$ cat config.mk
export PLATFORM = sky130hd
export DESIGN_NAME = radio_status_address_regs
export DESIGN_NICKNAME = d
export VERILOG_FILES = /design/src/hw/radio_regs_pkg.sv /design/src/hw/radio_status_address_regs.sv
export SDC_FILE = /design/constraint.sdc
export NUM_CORES = 1
export LEC_CHECK = 0
export ABC_AREA = 1
export BUFFER_PORTS_ARGS = -buffer_cell sky130_fd_sc_hd__buf_2
export CORE_UTILIZATION = 45
export DETAILED_ROUTE_END_ITERATION = 12
export PLACE_DENSITY_LB_ADDON = 0.12
export SLEW_MARGIN = 20
export SYNTH_ARGS = -nofsm -noshare
export SYNTH_HDL_FRONTEND = slang
export SYNTH_SLANG_ARGS = --single-unit
$ cat constraint.sdc
create_clock -name core_clk -period 3.2 [get_ports core_clk]
set_clock_uncertainty 0.2 [all_clocks]
set_input_delay 0.32 -clock core_clk [delete_from_list [all_inputs] [get_ports core_clk]]
set_output_delay 0.32 -clock core_clk [all_outputs]
set_load 0.01 [all_outputs]
$ cat src/hw/radio_regs_pkg.sv
// Constants for the radio status, observe and receive address register bank
package radio_regs_pkg;

   // ****************************************************************
   // Register offsets (five bit register address)
   // ****************************************************************
   localparam logic [4:0] radio_status_off          = 5'h07;
   localparam logic [4:0] transmit_observe_off      = 5'h08;
   localparam logic [4:0] received_power_detect_off = 5'h09;
   localparam logic [4:0] pipe0_receive_address_off = 5'h0A;
   localparam logic [4:0] pipe1_receive_address_off = 5'h0B;
   localparam logic [4:0] pipe2_address_low_off     = 5'h0C;
   localparam logic [4:0] pipe3_address_low_off     = 5'h0D;

   // ****************************************************************
   // Command byte layout: top three bits select the operation
   // ****************************************************************
   localparam int         cmd_op_hi     = 7;
   localparam int         cmd_op_lo     = 5;
   localparam int         cmd_addr_hi   = 4;
   localparam logic [2:0] cmd_op_read   = 3'h0;
   localparam logic [2:0] cmd_op_write  = 3'h1;

   // ****************************************************************
   // Status field positions and reset values
   // ****************************************************************
   localparam int         receive_ready_bit  = 6;
   localparam int         transmit_done_bit  = 5;
   localparam int         retry_limit_bit    = 4;
   localparam logic [2:0] pipe_no_empty      = 3'h7;

   // ****************************************************************
   // Observe counters
   // ****************************************************************
   localparam logic [3:0] counter_max = 4'hF;

   // ****************************************************************
   // Address width codes and address reset values
   // ****************************************************************
   localparam logic [1:0]  width_code_illegal = 2'h0;
   localparam logic [2:0]  width_min_bytes    = 3'h3;
   localparam logic [2:0]  width_code_offset  = 3'h2;
   localparam logic [39:0] pipe0_address_reset = 40'hE7E7E7E7E7;
   localparam logic [39:0] pipe1_address_reset = 40'hC2C2C2C2C2;
   localparam logic [7:0]  pipe2_low_reset     = 8'hC3;
   localparam logic [7:0]  pipe3_low_reset     = 8'hC4;

   // ****************************************************************
   // Serial framing
   // ****************************************************************
   localparam logic [2:0] last_bit_index  = 3'h7;
   localparam logic [2:0] byte_count_max  = 3'h7;

endpackage

$ cat src/hw/radio_status_address_regs.sv
// Serial register bank: status, transmit observe, power detect, pipe 0-3 addresses

// Behaviour
// - Status shifts out while command byte shifts in
// - Receive ready flag sets on payload; write-one clears
// - Transmit done flag; after acknowledge when enabled
// - Retry limit flag blocks traffic until cleared
// - Pipe number field; 111 means FIFO empty
// - Status bit 0 shows transmit FIFO full
// - Lost counter saturates at 15; channel write clears
// - Retransmit counter restarts with each new packet
// - Power detect bit 0, upper bits zero
// - Pipe 0 address, low byte first, width bytes
// - Pipe 1 address, low byte first, width bytes
// - Pipe 2 upper bytes come from pipe 1
// - Pipe 3 upper bytes come from pipe 1
// - Width codes 01/10/11 give 3/4/5 bytes
module radio_status_address_regs (
   input  wire logic        core_clk,               // Core clock, 200 MHz
   input  wire logic        rst_b,                  // Synchronous reset, active low
   input  wire logic        sck,                    // Serial clock pin
   input  wire logic        csn_b,                  // Serial select pin, active low
   input  wire logic        mosi,                   // Serial data in pin
   output logic             miso,                   // Serial data out pin
   output logic             miso_oe_b,              // Low while miso is driven
   input  wire logic        rx_payload_stored,      // Pulse: payload entered receive FIFO
   input  wire logic        packet_sent,            // Pulse: packet left the transmitter
   input  wire logic        ack_received,           // Pulse: acknowledge received
   input  wire logic        auto_ack_enabled,       // Level: automatic acknowledge on
   input  wire logic        retry_limit_hit,        // Pulse: retransmit limit reached
   input  wire logic [2:0]  rx_pipe_number,         // Pipe of next readable payload
   input  wire logic        tx_fifo_full,           // Level: transmit FIFO full
   input  wire logic        lost_packet,            // Pulse: packet lost
   input  wire logic        retransmit,             // Pulse: retransmission started
   input  wire logic        new_packet_start,       // Pulse: new packet transmission starts
   input  wire logic        channel_write,          // Pulse: channel register written
   input  wire logic        power_detect,           // Level: received power detector
   input  wire logic [1:0]  address_width_setting,  // Address width code
   output logic             comm_blocked,           // High while retry limit flag is set
   output logic [39:0]      pipe0_receive_address,  // Pipe 0 address
   output logic [39:0]      pipe1_receive_address,  // Pipe 1 address
   output logic [39:0]      pipe2_address,          // Pipe 2 full address
   output logic [39:0]      pipe3_address           // Pipe 3 full address
);

   // ****************************************************************
   // State
   // ****************************************************************
   typedef struct packed {
      logic        sck_s1;
      logic        sck_s2;
      logic        sck_s3;
      logic        csn_s1;
      logic        csn_s2;
      logic        csn_s3;
      logic        mosi_s1;
      logic        mosi_s2;
      logic [2:0]  bit_cnt;
      logic [2:0]  byte_cnt;
      logic [7:0]  cmd;
      logic [7:0]  shift_in;
      logic [7:0]  shift_out;
      logic        miso;
      logic        miso_oe_b;
      logic        receive_ready_flag;
      logic        transmit_done_flag;
      logic        retry_limit_flag;
      logic [3:0]  lost_packet_counter;
      logic [3:0]  retransmission_counter;
      logic [39:0] pipe0;
      logic [39:0] pipe1;
      logic [7:0]  pipe2_low;
      logic [7:0]  pipe3_low;
   } state_t;

   state_t s_q;
   state_t s_d;

   // Number of address bytes the width code allows
   function automatic logic [2:0] width_bytes(input logic [1:0] code);
      // Illegal code treated as the shortest width so no stray bytes land
      if (code == radio_regs_pkg::width_code_illegal) begin
         return radio_regs_pkg::width_min_bytes;
      end
      return {1'b0, code} + radio_regs_pkg::width_code_offset;
   endfunction

   // Status byte as seen on the serial line
   function automatic logic [7:0] status_byte(input state_t s,
                                              input logic [2:0] pipe_no,
                                              input logic full);
      logic [7:0] v;
      v = 8'h00;
      v[radio_regs_pkg::receive_ready_bit] = s.receive_ready_flag;
      v[radio_regs_pkg::transmit_done_bit] = s.transmit_done_flag;
      v[radio_regs_pkg::retry_limit_bit]   = s.retry_limit_flag;
      v[3:1] = pipe_no;
      v[0]   = full;
      return v;
   endfunction

   // ****************************************************************
   // Read data mux
   // ****************************************************************
   logic [2:0] width_n;
   logic [2:0] data_idx;
   logic [4:0] reg_addr;
   logic [7:0] rd_byte;
   logic [7:0] stat_now;

   assign width_n  = width_bytes(address_width_setting);
   assign data_idx = s_q.byte_cnt - 3'h1;
   assign reg_addr = s_q.cmd[radio_regs_pkg::cmd_addr_hi:0];
   assign stat_now = status_byte(s_q, rx_pipe_number, tx_fifo_full);

   // Byte index beyond the address width reads zero
   always_comb begin
      rd_byte = 8'h00;
      if (s_q.cmd[radio_regs_pkg::cmd_op_hi:radio_regs_pkg::cmd_op_lo]
          == radio_regs_pkg::cmd_op_read) begin
         unique case (reg_addr)
            radio_regs_pkg::radio_status_off: begin
               if (data_idx == 3'h0) rd_byte = stat_now;
            end
            radio_regs_pkg::transmit_observe_off: begin
               if (data_idx == 3'h0) rd_byte = {s_q.lost_packet_counter,
                                                s_q.retransmission_counter};
            end
            radio_regs_pkg::received_power_detect_off: begin
               if (data_idx == 3'h0) rd_byte = {7'h00, power_detect};
            end
            radio_regs_pkg::pipe0_receive_address_off: begin
               if (data_idx < width_n) rd_byte = s_q.pipe0[{data_idx, 3'h0} +: 8];
            end
            radio_regs_pkg::pipe1_receive_address_off: begin
               if (data_idx < width_n) rd_byte = s_q.pipe1[{data_idx, 3'h0} +: 8];
            end
            radio_regs_pkg::pipe2_address_low_off: begin
               if (data_idx == 3'h0) rd_byte = s_q.pipe2_low;
            end
            radio_regs_pkg::pipe3_address_low_off: begin
               if (data_idx == 3'h0) rd_byte = s_q.pipe3_low;
            end
            default: rd_byte = 8'h00;
         endcase
      end
   end

   // ****************************************************************
   // Next state
   // ****************************************************************
   logic       sck_rise;
   logic       sck_fall;
   logic       cs_start;
   logic       cs_active;
   logic [7:0] byte_in;
   logic [2:0] wr_idx;

   assign sck_rise  = s_q.sck_s2 & ~s_q.sck_s3;
   assign sck_fall  = ~s_q.sck_s2 & s_q.sck_s3;
   assign cs_start  = ~s_q.csn_s2 & s_q.csn_s3;
   assign cs_active = ~s_q.csn_s2;
   assign byte_in   = {s_q.shift_in[6:0], s_q.mosi_s2};
   assign wr_idx    = data_idx;

   always_comb begin
      s_d = s_q;
      // Pin synchronisers; the second stage feeds logic, and the third stage feeds the sck and select edge detectors
      s_d.sck_s1  = sck;
      s_d.sck_s2  = s_q.sck_s1;
      s_d.sck_s3  = s_q.sck_s2;
      s_d.csn_s1  = csn_b;
      s_d.csn_s2  = s_q.csn_s1;
      s_d.csn_s3  = s_q.csn_s2;
      s_d.mosi_s1 = mosi;
      s_d.mosi_s2 = s_q.mosi_s1;

      // Serial frame: sample on rising edge, shift out on falling edge
      if (cs_start) begin
         s_d.bit_cnt   = 3'h0;
         s_d.byte_cnt  = 3'h0;
         s_d.cmd       = 8'h00;
         s_d.shift_out = stat_now;
      end else if (cs_active && sck_rise) begin
         s_d.shift_in = byte_in;
         s_d.bit_cnt  = s_q.bit_cnt + 3'h1;
         if (s_q.bit_cnt == radio_regs_pkg::last_bit_index) begin
            if (s_q.byte_cnt == 3'h0) begin
               s_d.cmd = byte_in;
            end else if (s_q.cmd[radio_regs_pkg::cmd_op_hi:radio_regs_pkg::cmd_op_lo]
                         == radio_regs_pkg::cmd_op_write) begin
               // Writes to read-only fields fall through unhandled
               unique case (reg_addr)
                  radio_regs_pkg::radio_status_off: begin
                     if (wr_idx == 3'h0) begin
                        // Only ones clear; zeros leave the flag
                        if (byte_in[radio_regs_pkg::receive_ready_bit]) begin
                           s_d.receive_ready_flag = 1'b0;
                        end
                        if (byte_in[radio_regs_pkg::transmit_done_bit]) begin
                           s_d.transmit_done_flag = 1'b0;
                        end
                        if (byte_in[radio_regs_pkg::retry_limit_bit]) begin
                           s_d.retry_limit_flag = 1'b0;
                        end
                     end
                  end
                  radio_regs_pkg::pipe0_receive_address_off: begin
                     // Low byte arrives first; surplus bytes dropped
                     if (wr_idx < width_n) s_d.pipe0[{wr_idx, 3'h0} +: 8] = byte_in;
                  end
                  radio_regs_pkg::pipe1_receive_address_off: begin
                     if (wr_idx < width_n) s_d.pipe1[{wr_idx, 3'h0} +: 8] = byte_in;
                  end
                  radio_regs_pkg::pipe2_address_low_off: begin
                     if (wr_idx == 3'h0) s_d.pipe2_low = byte_in;
                  end
                  radio_regs_pkg::pipe3_address_low_off: begin
                     if (wr_idx == 3'h0) s_d.pipe3_low = byte_in;
                  end
                  default: s_d.cmd = s_q.cmd;
               endcase
            end
            // Byte count saturates so long frames cannot wrap onto the command
            if (s_q.byte_cnt != radio_regs_pkg::byte_count_max) begin
               s_d.byte_cnt = s_q.byte_cnt + 3'h1;
            end
         end
      end else if (cs_active && sck_fall) begin
         if (s_q.bit_cnt == 3'h0) begin
            s_d.shift_out = rd_byte;
         end else begin
            s_d.shift_out = {s_q.shift_out[6:0], 1'b0};
         end
      end
      s_d.miso      = s_d.shift_out[7];
      s_d.miso_oe_b = s_q.csn_s2;

      // Hardware events set after clears, so a same-cycle set wins
      if (rx_payload_stored) begin
         s_d.receive_ready_flag = 1'b1;
      end
      if (auto_ack_enabled ? ack_received : packet_sent) begin
         s_d.transmit_done_flag = 1'b1;
      end
      if (retry_limit_hit) begin
         s_d.retry_limit_flag = 1'b1;
      end

      // Lost counter: channel write takes priority over a count
      if (channel_write) begin
         s_d.lost_packet_counter = 4'h0;
      end else if (lost_packet &&
                   s_q.lost_packet_counter != radio_regs_pkg::counter_max) begin
         s_d.lost_packet_counter = s_q.lost_packet_counter + 4'h1;
      end

      // Retransmit counter restarts with each new packet
      if (new_packet_start) begin
         s_d.retransmission_counter = 4'h0;
      end else if (retransmit &&
                   s_q.retransmission_counter != radio_regs_pkg::counter_max) begin
         s_d.retransmission_counter = s_q.retransmission_counter + 4'h1;
      end
   end

   // ****************************************************************
   // State register
   // ****************************************************************
   // Select synchronisers reset high so release is not taken as a frame start
   always_ff @(posedge core_clk) begin
      if (!rst_b) begin
         s_q           <= '0;
         s_q.csn_s1    <= 1'b1;
         s_q.csn_s2    <= 1'b1;
         s_q.csn_s3    <= 1'b1;
         s_q.miso_oe_b <= 1'b1;
         s_q.pipe0     <= radio_regs_pkg::pipe0_address_reset;
         s_q.pipe1     <= radio_regs_pkg::pipe1_address_reset;
         s_q.pipe2_low <= radio_regs_pkg::pipe2_low_reset;
         s_q.pipe3_low <= radio_regs_pkg::pipe3_low_reset;
      end else begin
         s_q <= s_d;
      end
   end

   // ****************************************************************
   // Outputs, all straight from flip-flops
   // ****************************************************************
   assign miso                  = s_q.miso;
   assign miso_oe_b             = s_q.miso_oe_b;
   assign comm_blocked          = s_q.retry_limit_flag;
   assign pipe0_receive_address = s_q.pipe0;
   assign pipe1_receive_address = s_q.pipe1;
   assign pipe2_address         = {s_q.pipe1[39:8], s_q.pipe2_low};
   assign pipe3_address         = {s_q.pipe1[39:8], s_q.pipe3_low};

endmodule

==> metrics.md <==
| Metric | Value |
|---|---|
| CTS Buffer Depth | 2 |
| Worst-Skew Late Latency | between 0.4 and 0.5 ns |
| Worst r2r path cells | 13 |
| Post-Syn Instances | ~1200 |
| Final setup fails | 0 |
| Largest net degree at the start of global routing | 104 |
| Post-cts gate resize count | 0 |
| Final worst slack | 0.373 ns |
| Max Clk Rate | 354 MHz |
| Psw | a little over 0.8 mW |
| Ys async rst share | 0% |
| Placement Cell Area | 0.00810 mm² |
| CTS HTree Levels | 4 |
| Post-synthesis compound-gate area fraction | between 15 and 20% |
| Max cap viols | 0 |
| Predominant post-synthesis flop cell | dfxtp_1 |
| Full die area | ~0.019 mm² |
| Slew @ Worst Pin | around 1.0 ns |
| Row count | 48 |
| Synth top area cells | dfxtp_1, buf_4, nand2_1 |
| WP data arrival | 2.88 ns |
| Post-synthesis mux area share | 0.122% |
| ANT cells | 0 |
| Hpwl dp | between 15000 and 20000 µm |
| Post-synth cell types | 35 |
| Routed via count | between 7000 and 8000 |
| Multi-input combinational cell area | 0.00358 mm² |
| Global-route wire length before repair | roughly 36000 µm |
| Number of synthesis warnings | 0 |
| Vias in the first global route | slightly above 6000 |
| Routed length on met3 | 1620 µm |
| Min-Delay Path Class | input pin to register |
| Post-route ant nets | 0 |
| Final instance area | approximately 0.0087 mm² |
| IO Port Bufs | 183 |
| RSZ-0062 raised after global routing | no |
| Total Routing Usage GR | about a quarter |
| Met1 wire length | 11700 µm |
| Layout area overhead | 6.84% |
| Synth area leader | dfxtp_1 |
| Synth Area per Inst | around 7.0 µm² |
| Clock tree from TritonCTS | done |
| Sequential-to-total area share from yosys stat | between 30% and 40% |
| CP startpoint kind | register |
| Drt pass-1 iters | 5 |
| CTS Sinks | 144 |
| Hold path cells | 3 |
| Cell Int Power | slightly above 3 mW |
| Hold WS | around 0.0055 ns |
| Layout cells sized above 1 | a little over a fifth |
| Power density over cell area | between 400 and 500 mW/mm² |
| Final Hold Vio Count | 0 |
| Max-slew violation count | 0 |
| Clock Power Share | approximately half |
| DRC errors left | 0 |
| Cells after DPL | between 1000 and 1500 |
| FF-to-FF End | pipe1_receive_address[1] |
| Status | completed |
| Setup Fix Bufs, Post-CTS | 0 |
| Max rail drop VDD | around 0.36 mV |
| Top cell type's share of synthesized area | around a third |
| Initial antenna violation count | 0 |
| Critical path capture point type | register |
| Slew headroom | between 30 and 40% |
| Final GP Congestion | ~0.9 |
| Critical path class | register to register |
| Pleak | 4.29 nW |
| Clock root cell | clkbuf_16 |
| Worst R2R Start | s_q[134] |
| CTS buffer count | 17 |
| Final min period | around 2.8 ns |
| Worst-path clk slew | 0.06 ns |
| Setup_tns | 0 ns |
| Synth Area in Simple Gates | a little over a quarter |
| Syn Std Cell Area | 0.00817 mm² |
| Largest family of logic cells by synthesized area | simple AND/OR/NAND/NOR gates |
| GRT overflow | 0 |
| Number of fill cells | roughly 1800 |
| Met2 WL | 9880 µm |
| R2R Setup Slk | around 0.37 ns |
| Combinational Power Share | around 2.6% |
| Crit path max fanout | 30 |
| Routed vias/inst | around 5.2 |
| Synth Net Count | ~1200 |
| Layout Nets | between 1000 and 1500 |
| Routed WL | 23500 µm |
| DRT iter0 DRCs | 620 |
| Core area | 0.0175 mm² |
| Synth Area in Adders | between 1.5 and 2% |
| Tcrit/Tclk final | between 80% and 90% |
| XOR/XNOR Fraction of Synth Area | 0% |
| HP Start | channel_write |
| Post-place setup slack | between 0.4 and 0.5 ns |
| Finished Layout Cells | roughly 1400 |
| Die W | 137 µm |
| Register area | between 0.002 and 0.003 mm² |
| Synth Register Bits | ~140 |
| Die Ht | 137 µm |
| Switching Share | a little over a fifth |
| Top Metal Used | met4 |
| Hold Path End | s_q[102] |
| EDFF count, synth | 0 |
| Count leader, synth | nand2_1 |
| Sequential share of power | a little under half |
| Synth cell count leaders | nand2_1, buf_4, dfxtp_1, nor2_1, a21oi_1 |
| WL/cell | 16.4 µm |
| Initial Util | a little under half |
| Req. time, crit path | approximately 3.3 ns |
| # IOs | ~180 |
[layout make-up]
| cell class | count | share of cell area [%] |
|---|---|---|
| multi-input cells | 740 | 40.9 |
| clock inverters | 5 | 0.903 |
| inverters | 86 | 3.70 |
| flip-flops and latches | 144 | 33.0 |
| well taps | 225 | 3.22 |
| repair buffers | 205 | 12.6 |
| clock buffers | 25 | 5.67 |
[worst max-delay path: stages, from the launching register on]
cell      delay (ns)
dfxtp_1         0.38
inv_1           0.10
ha_1            0.21
inv_1           0.06
nand2_1         0.04
nand2_1         0.08
buf_4           0.29
inv_1           0.16
nor2_1          0.21
nand3_1         0.24
nor2_4          0.32
inv_1           0.18
nand2_1         0.09
o211ai_1        0.08
[how the worst max path moves through the flow]
stage                     startpoint  slack (ns)  cells past startpoint                        end
after floorplan             s_q[133]        0.03                     17  pipe0_receive_address[15]
after CTS                   s_q[134]        0.40                     14  pipe1_receive_address[22]
after global placement      s_q[134]        0.45                     14  pipe1_receive_address[25]
after detailed placement    s_q[134]        0.40                     14  pipe1_receive_address[22]
after global routing        s_q[134]        0.14                     13  pipe0_receive_address[16]
final                       s_q[134]        0.37                     13   pipe1_receive_address[1]
[layout by cell type (no fill, tap or decap), types with 7 or more instances in the layout]
master and count:
a21oi_1 84, o211ai_1 46, buf_2 183, nor2_4 7
dfxtp_1 144, nor3_1 10, buf_4 16, clkbuf_16 17
nand2_1 303, ha_1 13, nor2_1 94, inv_1 80
o21ai_0 78, nand3_1 58
[through the flow]
| step | total power [mW] | utilization (%) |
|---|---|---|
| 6_report | 3.87 | 49.8 |
| 5_1_grt | 3.97 | 49.8 |
| 4_1_cts | 3.88 | 49.8 |
| 3_5_place_dp | 1.95 | 46.2 |
| 3_3_place_gp | 1.95 | 46.2 |
| 2_1_floorplan | 1.91 | - |
[sequential cells by signal (all words and copies together) (netlist names)]
name / count
pipe3_address: 8
s_q: 28
reg_addr: 5
pipe1_receive_address: 40
miso_oe_b: 1
s_d: 5
byte_in: 8
pipe0_receive_address: 40
comm_blocked: 1
pipe2_address: 8
[per-layer routing]
| layer | vias to the layer above | global-route usage [%] |
|---|---|---|
| met5 | - | 0 |
| met4 | 0 | 6.78 |
| li1 | 3707 | - |
| met2 | 307 | 36.4 |
| met3 | 20 | 3.81 |
| met1 | 3369 | 38.8 |
[what timing repair did]
action / 4_1_cts / 5_1_grt
hold buffers: 6 / 0
endpoints found under the hold margin: 6 / 0
setup endpoints to repair: 0 / 0
[power by group through the flow]
stage / Sequential, mW / Combinational, mW / Clock [mW]
4_1_cts: 1.82 / 0.0991 / 1.97
5_1_grt: 1.82 / 0.111 / 2.04
2_1_floorplan: 1.85 / 0.0576 / 0
6_report: 1.82 / 0.0996 / 1.95
3_5_place_dp: 1.86 / 0.0921 / 0
3_3_place_gp: 1.85 / 0.0924 / 0
[logic make-up (layout without fill, tap and decap cells)]
group	after synthesis	after routing
simple gates	503	503
buf+inv	288	321
flops	144	144
mux	1	1
compound gates	223	223
fa+ha+maj	13	13
No activity file was read; power rests on OpenSTA's default activity.
